$ cat src/core/synth_cfg_pkg.sv
// Package for the synthesizer and modem configuration register group.
// Assumes a byte-wide register port fed by the serial configuration front end.
package synth_cfg_pkg;

    // =========================================================================
    // Register offsets on the configuration port.
    localparam logic [5:0] ADDR_SYNTH_CTRL_IF = 6'h0b;
    localparam logic [5:0] ADDR_SYNTH_CTRL_OFFSET = 6'h0c;
    localparam logic [5:0] ADDR_BASE_SYNTH_BASE_WORD_HIGH = 6'h0d;
    localparam logic [5:0] ADDR_BASE_SYNTH_BASE_WORD_MID = 6'h0e;
    localparam logic [5:0] ADDR_BASE_SYNTH_BASE_WORD_LOW = 6'h0f;
    localparam logic [5:0] ADDR_MODEM_BW_RATE_EXP = 6'h10;
    localparam logic [5:0] ADDR_MODEM_RATE_MANTISSA = 6'h11;

    // =========================================================================
    // Values after reset.
    localparam logic [7:0] RST_SYNTH_CTRL_IF = 8'h0f;
    localparam logic [7:0] RST_SYNTH_CTRL_OFFSET = 8'h00;
    localparam logic [7:0] RST_BASE_SYNTH_BASE_WORD_HIGH = 8'h1e;
    localparam logic [7:0] RST_BASE_SYNTH_BASE_WORD_MID = 8'hc4;
    localparam logic [7:0] RST_BASE_SYNTH_BASE_WORD_LOW = 8'hec;
    localparam logic [7:0] RST_MODEM_BW_RATE_EXP = 8'h8c;
    localparam logic [7:0] RST_MODEM_RATE_MANTISSA = 8'h22;

    // =========================================================================
    // Writable masks; cleared bits are unused or read-only and read as zero.
    localparam logic [7:0] MASK_SYNTH_CTRL_IF = 8'h3f;
    localparam logic [7:0] MASK_BASE_SYNTH_BASE_WORD_HIGH = 8'h3f;

    // =========================================================================
    // Field positions.
    localparam int IF_CODE_MSB = 4;
    localparam int BW_EXP_LSB = 6;
    localparam int BW_MANT_LSB = 4;
    localparam int RATE_EXP_MSB = 3;

    // =========================================================================
    // Scale steps relative to the base word unit (crystal / 2^16).
    localparam int IF_SHIFT = 6;     // Crystal / 2^10 is 64 base units.
    localparam int OFFSET_SHIFT = 2; // Crystal / 2^14 is 4 base units.
    localparam logic [2:0] BW_MANT_BIAS = 3'h4;
    localparam int BW_FIXED_SHIFT = 3; // The factor 8 in the divisor.
    localparam logic HIDDEN_RATE_BIT = 1'b1; // Implied 256 of the mantissa.

    // Constants handed to synthesizer, mixer, decimator and demodulator.
    typedef struct packed {
        logic [4:0] intermediateCode;
        logic [7:0] synthOffset;
        logic [23:0] synthBaseWord;
        logic [24:0] rxSynthWord;     // Signed, base + offset - IF.
        logic [1:0] bandwidthExponent;
        logic [1:0] bandwidthMantissa;
        logic [8:0] decimationRatio;  // 8 x (4 + M) x 2^E.
        logic [3:0] symbolRateExponent;
        logic [8:0] symbolRateMantissa; // Hidden one on top.
    } synth_cfg_t;

endpackage

$ cat src/core/synth_modem_config_regs.sv
// Configuration registers for synthesizer frequency, channel bandwidth and
// symbol rate, with the derived constants for the receive datapath.
// Assumes the serial configuration front end runs on clk and presents
// one-cycle read and write strobes with a 6-bit address.

// =============================================================================
// Overview of operation
// - IF code, reset 15, sets IF and mixer
// - Signed offset added to base, step crystal/2^14
// - Three bytes form 24-bit base frequency word
// - Top two base bits read-only, read zero
// - Bandwidth exponent and mantissa set decimation ratio
// - Symbol rate exponent in low nibble, reset 12
// - Rate mantissa nine bits with hidden one
module synth_modem_config_regs (
    input wire logic clk,
    input wire logic reset,
    input wire logic [5:0] regAddr,
    input wire logic regWrEn,
    input wire logic [7:0] regWrData,
    input wire logic regRdEn,
    output logic [7:0] regRdData,
    output logic regRdValid,
    output synth_cfg_pkg::synth_cfg_t cfgOut
);

    // =========================================================================
    // Register storage.
    logic [7:0] synthCtrlIf_ff;     // Bit 5 kept as written, 4:0 the IF code.
    logic [7:0] synthCtrlOffset_ff; // Two's-complement offset.
    logic [7:0] baseFreqHigh_ff;    // Bits 7:6 never set.
    logic [7:0] baseFreqMid_ff;
    logic [7:0] baseFreqLow_ff;
    logic [7:0] modemBwRateExp_ff;
    logic [7:0] modemRateMantissa_ff;
    logic [7:0] rdData_ff;
    logic rdValid_ff;
    synth_cfg_pkg::synth_cfg_t cfg_ff;

    // =========================================================================
    // Address decode; each strobe hits at most one register.
    wire hitIf = regAddr == synth_cfg_pkg::ADDR_SYNTH_CTRL_IF;
    wire hitOff = regAddr == synth_cfg_pkg::ADDR_SYNTH_CTRL_OFFSET;
    wire hitHigh = regAddr == synth_cfg_pkg::ADDR_BASE_SYNTH_BASE_WORD_HIGH;
    wire hitMid = regAddr == synth_cfg_pkg::ADDR_BASE_SYNTH_BASE_WORD_MID;
    wire hitLow = regAddr == synth_cfg_pkg::ADDR_BASE_SYNTH_BASE_WORD_LOW;
    wire hitBw = regAddr == synth_cfg_pkg::ADDR_MODEM_BW_RATE_EXP;
    wire hitRate = regAddr == synth_cfg_pkg::ADDR_MODEM_RATE_MANTISSA;

    // Any mapped register; a write that hits none must leave every register alone.
    wire anyHit = hitIf || hitOff || hitHigh || hitMid || hitLow || hitBw || hitRate;

    // Read select; an unmapped address answers zero.
    logic [7:0] rdSel;
    assign rdSel = hitIf ? synthCtrlIf_ff :
                   hitOff ? synthCtrlOffset_ff :
                   hitHigh ? baseFreqHigh_ff :
                   hitMid ? baseFreqMid_ff :
                   hitLow ? baseFreqLow_ff :
                   hitBw ? modemBwRateExp_ff :
                   hitRate ? modemRateMantissa_ff : 8'h00;

    // =========================================================================
    // Register writes. Masks drop writes to unused and read-only bits.
    always_ff @(posedge clk) begin
        if (reset) begin
            synthCtrlIf_ff <= synth_cfg_pkg::RST_SYNTH_CTRL_IF;
            synthCtrlOffset_ff <= synth_cfg_pkg::RST_SYNTH_CTRL_OFFSET;
            baseFreqHigh_ff <= synth_cfg_pkg::RST_BASE_SYNTH_BASE_WORD_HIGH;
            baseFreqMid_ff <= synth_cfg_pkg::RST_BASE_SYNTH_BASE_WORD_MID;
            baseFreqLow_ff <= synth_cfg_pkg::RST_BASE_SYNTH_BASE_WORD_LOW;
            modemBwRateExp_ff <= synth_cfg_pkg::RST_MODEM_BW_RATE_EXP;
            modemRateMantissa_ff <= synth_cfg_pkg::RST_MODEM_RATE_MANTISSA;
        end else if (regWrEn) begin
            if (hitIf) begin
                synthCtrlIf_ff <= regWrData & synth_cfg_pkg::MASK_SYNTH_CTRL_IF;
            end
            if (hitOff) begin
                synthCtrlOffset_ff <= regWrData;
            end
            if (hitHigh) begin
                baseFreqHigh_ff <= regWrData & synth_cfg_pkg::MASK_BASE_SYNTH_BASE_WORD_HIGH;
            end
            if (hitMid) begin
                baseFreqMid_ff <= regWrData;
            end
            if (hitLow) begin
                baseFreqLow_ff <= regWrData;
            end
            if (hitBw) begin
                modemBwRateExp_ff <= regWrData;
            end
            if (hitRate) begin
                modemRateMantissa_ff <= regWrData;
            end
        end
    end

    // =========================================================================
    // Read answer, one cycle after the strobe, held until the next read.
    always_ff @(posedge clk) begin
        if (reset) begin
            rdData_ff <= 8'h00;
            rdValid_ff <= 1'b0;
        end else begin
            rdValid_ff <= regRdEn;
            if (regRdEn) begin
                rdData_ff <= rdSel;
            end
        end
    end

    // =========================================================================
    // Derived constants for the datapath.
    wire [4:0] ifCode = synthCtrlIf_ff[synth_cfg_pkg::IF_CODE_MSB:0];
    wire [23:0] baseWord = {baseFreqHigh_ff, baseFreqMid_ff, baseFreqLow_ff};
    wire [1:0] bwExp = modemBwRateExp_ff[synth_cfg_pkg::BW_EXP_LSB +: 2];
    wire [1:0] bwMant = modemBwRateExp_ff[synth_cfg_pkg::BW_MANT_LSB +: 2];

    // Offset sign-extended and scaled by 4 base units. The size cast keeps the
    // sign, so a negative offset pulls the word down rather than wrapping it up.
    wire [24:0] offsetTerm =
        25'(signed'(synthCtrlOffset_ff)) <<< synth_cfg_pkg::OFFSET_SHIFT;
    // IF code scaled by 64 base units, subtracted in receive.
    wire [24:0] ifTerm = 25'(ifCode) << synth_cfg_pkg::IF_SHIFT;
    // The sum wraps within 25 bits; the top bit is the sign of the result.
    wire [24:0] rxWord = 25'({1'b0, baseWord} + offsetTerm - ifTerm);

    // Decimation ratio 8 x (4 + M) x 2^E; the largest value 448 fits 9 bits.
    // The biased mantissa is at most 7, so three bits hold it without loss.
    wire [2:0] bwDiv = 3'(synth_cfg_pkg::BW_MANT_BIAS + 3'(bwMant));
    wire [8:0] decim = 9'(9'(bwDiv) << (synth_cfg_pkg::BW_FIXED_SHIFT + int'(bwExp)));

    // Registered outputs so downstream blocks see a clean constant.
    always_ff @(posedge clk) begin
        if (reset) begin
            cfg_ff <= '0;
        end else begin
            cfg_ff.intermediateCode <= ifCode;
            cfg_ff.synthOffset <= synthCtrlOffset_ff;
            cfg_ff.synthBaseWord <= baseWord;
            cfg_ff.rxSynthWord <= rxWord;
            cfg_ff.bandwidthExponent <= bwExp;
            cfg_ff.bandwidthMantissa <= bwMant;
            cfg_ff.decimationRatio <= decim;
            cfg_ff.symbolRateExponent <=
                modemBwRateExp_ff[synth_cfg_pkg::RATE_EXP_MSB:0];
            cfg_ff.symbolRateMantissa <= {synth_cfg_pkg::HIDDEN_RATE_BIT,
                                          modemRateMantissa_ff};
        end
    end

    assign regRdData = rdData_ff;
    assign regRdValid = rdValid_ff;
    assign cfgOut = cfg_ff;
endmodule // synth_modem_config_regs

$ cat config.mk
export PLATFORM = sky130hd
export DESIGN_NAME = synth_modem_config_regs
export DESIGN_NICKNAME = d
export VERILOG_FILES = /design/src/core/synth_cfg_pkg.sv /design/src/core/synth_modem_config_regs.sv
export SDC_FILE = /design/constraint.sdc
export NUM_CORES = 1
export LEC_CHECK = 0
export ABC_AREA = 1
export BUFFER_PORTS_ARGS = -buffer_cell sky130_fd_sc_hd__buf_2
export CORE_UTILIZATION = 58
export CTS_BUF_LIST = sky130_fd_sc_hd__clkbuf_2 sky130_fd_sc_hd__clkbuf_4 sky130_fd_sc_hd__clkbuf_8
export CTS_CLUSTER_DIAMETER = 40
export DETAILED_ROUTE_END_ITERATION = 16
export PLACE_DENSITY = 0.88
export SYNTH_ARGS = -nofsm -noshare
export SYNTH_HDL_FRONTEND = slang
export SYNTH_SLANG_ARGS = --single-unit
$ cat constraint.sdc
create_clock -name clk -period 3.3 [get_ports clk]
set_input_delay 0.165 -clock clk [delete_from_list [all_inputs] [get_ports clk]]
set_output_delay 0.165 -clock clk [all_outputs]
set_load 0.03 [all_outputs]
* Yosys cells after proc, flatten, opt, wreduce, memory -nomap -nowiden
Index checks and enable logic that the tools add are counted.
Word-level totals: output and inout port bits 97, flip-flop bits (word level) 147
Cells by class: shifts and indexed selects 1, equal/unequal tests 7, muxes and demuxes 8, add/sub/neg operators 4, reduce and logical (&&, ||, !) cells 7
Operators by type and width (number):
- $mux 8 | 7
- $eq 6x4->1 const B | 5
- $sub 24x12->25 | 1
- $add 23x10->24 | 1
- $reduce_and 2->1 | 7
- $eq 6x5->1 const B | 2
- $mux 9 | 1
- $shl 3x3->9 | 1
- $add 2x2->3 const A | 1
- $add 3x2->3 const A | 1

* Depth between registers and ports, before layout
depth after elaboration 8, depth in mapped cells 15

* Least setup slack after synthesis
No wires, ideal clock.
path type register -> register, start reg synthCtrlOffset_ff[7], end reg cfg_ff, in the netlist cfgOut[48], path buffers 0, slack 982 ps, required time 3187 ps, setup time 113 ps, arrival time 2205 ps, stages on the path, launching flop included 14, path through dfxtp_1 -> inv_1 -> fa_1 -> inv_1 -> ha_1 -> nand2_1 -> nor2_1 -> nand2_1 -> nor2_1 -> nand2_1 -> nand3_1 -> nand2_1 -> nand2_1 -> nor2_1
On the way: cells in the longest elaborated chain, start to end 2
RTL lines:
- from (decl) | RTL line synth_modem_config_regs.sv:30 | logic [7:0] synthCtrlOffset_ff;
- from (signal assigned) | RTL line synth_modem_config_regs.sv:68 | synthCtrlOffset_ff <= synth_cfg_pkg::RST_SYNTH_CTRL_OFFSET;
- from (signal assigned) | RTL line synth_modem_config_regs.sv:79 | synthCtrlOffset_ff <= regWrData;
- $add 23x10->24 | RTL line synth_modem_config_regs.sv:127 | wire [24:0] rxWord = 25'({1'b0, baseWord} + offsetTerm - ifTerm);
- $sub 24x12->25 | RTL line synth_modem_config_regs.sv:127
- to (decl) | RTL line synth_modem_config_regs.sv:38 | synth_cfg_pkg::synth_cfg_t cfg_ff;
No other way between the ends. A chain may end at the register's enable or synchronous reset.

* Worst setup path in the final report
start reg synthCtrlOffset_ff[7], end reg cfg_ff, in the netlist cfgOut[47]
Same word-level chain as after synthesis.

==> impl_metrics.tcl <==
set metrics [dict create \
    status "completed" \
    drtIter0Drc 441 \
    post_dp_cell_area_um2 7330 \
    async_flop_share 0 \
    mostFrequentLayoutCell "nand2_1" \
    cpMaxStageDelayCell "fa_1" \
    synth_area_um2 6700 \
    initial_utilization 0.607 \
    ir_drop_mv 0.367 \
    skew_ns 0.00999 \
    grt_max_degree 73 \
    fillers 909 \
    drc 0 \
    hold_class "input port to flip-flop" \
    grt_pass1_vias 5627 \
    port_buffers 112 \
    fin_nets 1097 \
    cts_hold_buffers 0 \
    via_per_inst 5.26 \
    io_pins 115 \
    synth-edff-count 0 \
    power_density_nw_per_um2 464 \
    grt_pass1_wl_mm 27.0 \
    slew_viol_final 0 \
    critical_path_class "flip-flop to flip-flop" \
    fin_tns_setup_ns 0 \
    drv_cap 0 \
    fmax_mhz 365 \
    cts_tree "yes" \
    syn_area_per_cell_um2 7.25 \
    hold_violations 0 \
    seq_area_frac_synth 0.434 \
    synthDistinctLibCells 30 \
    grtUsageTotal 0.297 \
    rows 38 \
    syn_inst 924 \
    cp_num_buf_inv 3 \
    required_ns 3.65 \
    cts_resized 0 \
    root_buffer "clkbuf_8" \
    drt-total-wl_mm 17.0 \
    drtAntennaViolNets 0 \
    dp_hpwl_mm 12.3 \
    path_clk_slew_ns 0.09 \
    final_area_um2 7770 \
    power_w 0.00360 \
    critPathLaunchType "flip-flop" \
    fin_crit_sh 0.831 \
    worstMarginPinSlew_ns 0.709 \
    gp_congestion 0.890 \
    multi_input_area_um2 3030 \
    crit_path_frequent_cell "nand2_1" \
    drive_above_1_share 0.159 \
    setup_viol 0 \
    cts_setup_buffers 0 \
    htreeDepth 4 \
    via_count 6254 \
    core_um2 11000 \
    period_needed_ns 2.74 \
    crit_family "adder cells" \
    layout_common_cells "nand2_1, inv_1, dfxtp_1, nor2_1, buf_2" \
    yosys_warnings 0 \
    leakage_nw 4.11 \
    antenna_cells 0 \
    die_h_um 109 \
    path_max_fanout 17 \
    clock-sinks 145 \
    synth-seq-cells 145 \
    grt-ovfl-total 0 \
    die_w_um 109 \
    seqCellArea_um2 2900 \
    cts_buffer_depth 2 \
    antenna_found_initial 0 \
    max-slew-margin-rel 0.527 \
    wl_per_cell_um 14.3 \
    crit_chain "inv_1, fa_1, inv_1, ha_1, nand2_1, inv_1, nand2_1, nor3_1, nand3_1, nand3_1, nand2_1, nand2_1, nor2_1" \
    synthFlopType "dfxtp_1" \
    final_util 0.704 \
    slowest_delay_ns 0.62 \
    fin_hold_ws_ns 0.0384 \
    worst_setup_path_end_kind "flip-flop" \
    rsz0062_at_grt "no" \
    die-area_um2 12000 \
    clk_latency_ns 0.45 \
    drtPass1Iterations 7 \
    arrival_ns 3.09 \
    cts_inserted_buffers 17 \
    syn2layout_area_growth_pct 16.0 \
]
-- metal layers --
| layer | global-route usage | part of all wire | vias to the layer above |
|---|---|---|---|
| met1 | 0.400 | 0.43 | 2817 |
| met2 | 0.457 | 0.45 | 298 |
| li1 | - | - | 3097 |
| met4 | 0.120 | 0.029 | 0 |
| met5 | 0 | 0 | - |
| met3 | 0.0729 | 0.095 | 42 |
-- final cells by class --
type / instances / share of cell area
Multi-Input combinational cell: 586 / 0.390
Clock buffer: 17 / 0.0301
Inverter: 170 / 0.0822
Clock inverter: 15 / 0.0264
Tap cell: 140 / 0.0226
Sequential cell: 145 / 0.374
Timing Repair Buffer: 115 / 0.0751
-- through the flow --
stage | instances | setup slack, ns
2_1_floorplan | 925 | 0.982
3_3_place_gp | 1156 | 0.673
3_5_place_dp | 1156 | 0.624
4_1_cts | 1188 | 0.605
5_1_grt | 1188 | 0.370
6_report | 1188 | 0.558
-- synthesized netlist by cell type, types with 5 or more instances --
library cell	n	area (um^2)
nand2_1	186	698
inv_1	165	619
dfxtp_1	145	2900
nor2_1	144	541
a21oi_1	69	345
o21ai_0	60	300
ha_1	38	475
nand3_1	25	125
o211ai_1	18	135
clkbuf_1	12	45.0
nand4_1	10	62.6
fa_1	6	120
nor2_4	6	67.6
nand2_2	5	31.3
-- final timing paths --
kind	startpoint	to	slack, ns	cells after the start
worst max-delay path	synthCtrlOffset_ff[7]$_SDFFE_PP0P_	cfgOut[47]$_SDFF_PP0_	0.56	13
worst min-delay path	regWrData[6]	baseFreqMid_ff[6]$_SDFFE_PP1P_	0.04	3
worst max register to register	synthCtrlOffset_ff[7]$_SDFFE_PP0P_	cfgOut[47]$_SDFF_PP0_	0.56	13
worst min register to register	modemRateMantissa_ff[5]$_SDFFE_PP1P_	cfgOut[5]$_SDFF_PP0_	0.46	2
-- worst reg2reg max path, cell delays in order, from the launching register on --
cell and delay, ns:
dfxtp_1 0.34, inv_1 0.28, fa_1 0.62, inv_1 0.04
ha_1 0.34, nand2_1 0.10, inv_1 0.08, nand2_1 0.08
nor3_1 0.29, nand3_1 0.14, nand3_1 0.17, nand2_1 0.07
nand2_1 0.05, nor2_1 0.04
-- power by group --
part	leakage, nW	switching, W	total [W]	internal (W)
Combinational	2.71	0.000231	0.000315	0.0000839
Sequential	1.18	0.0000129	0.00180	0.00179
Clock	0.220	0.000824	0.00149	0.000662
Total	4.11	0.00107	0.00360	0.00254
-- registers in the layout (all words and copies together) (netlist names) --
signal and flops:
baseFreqMid_ff 8, synthCtrlIf_ff 6, regRdValid 1, regRdData 8, baseFreqHigh_ff 6, cfgOut 84, synthCtrlOffset_ff 8, baseFreqLow_ff 8
modemBwRateExp_ff 8, modemRateMantissa_ff 8
-- kinds of logic (layout without fill, tap and decap cells) --
group	Yosys count	count (layout)	synth area share
AOI/OAI and AO/OA	154	154	0.123
adders and majority gates	44	44	0.0890
buffers and inverters	194	317	0.115
other	1	2	0.000560
and+or+nand+nor	386	386	0.239
DFF	145	145	0.434
(Power assumes the default switching activity.)
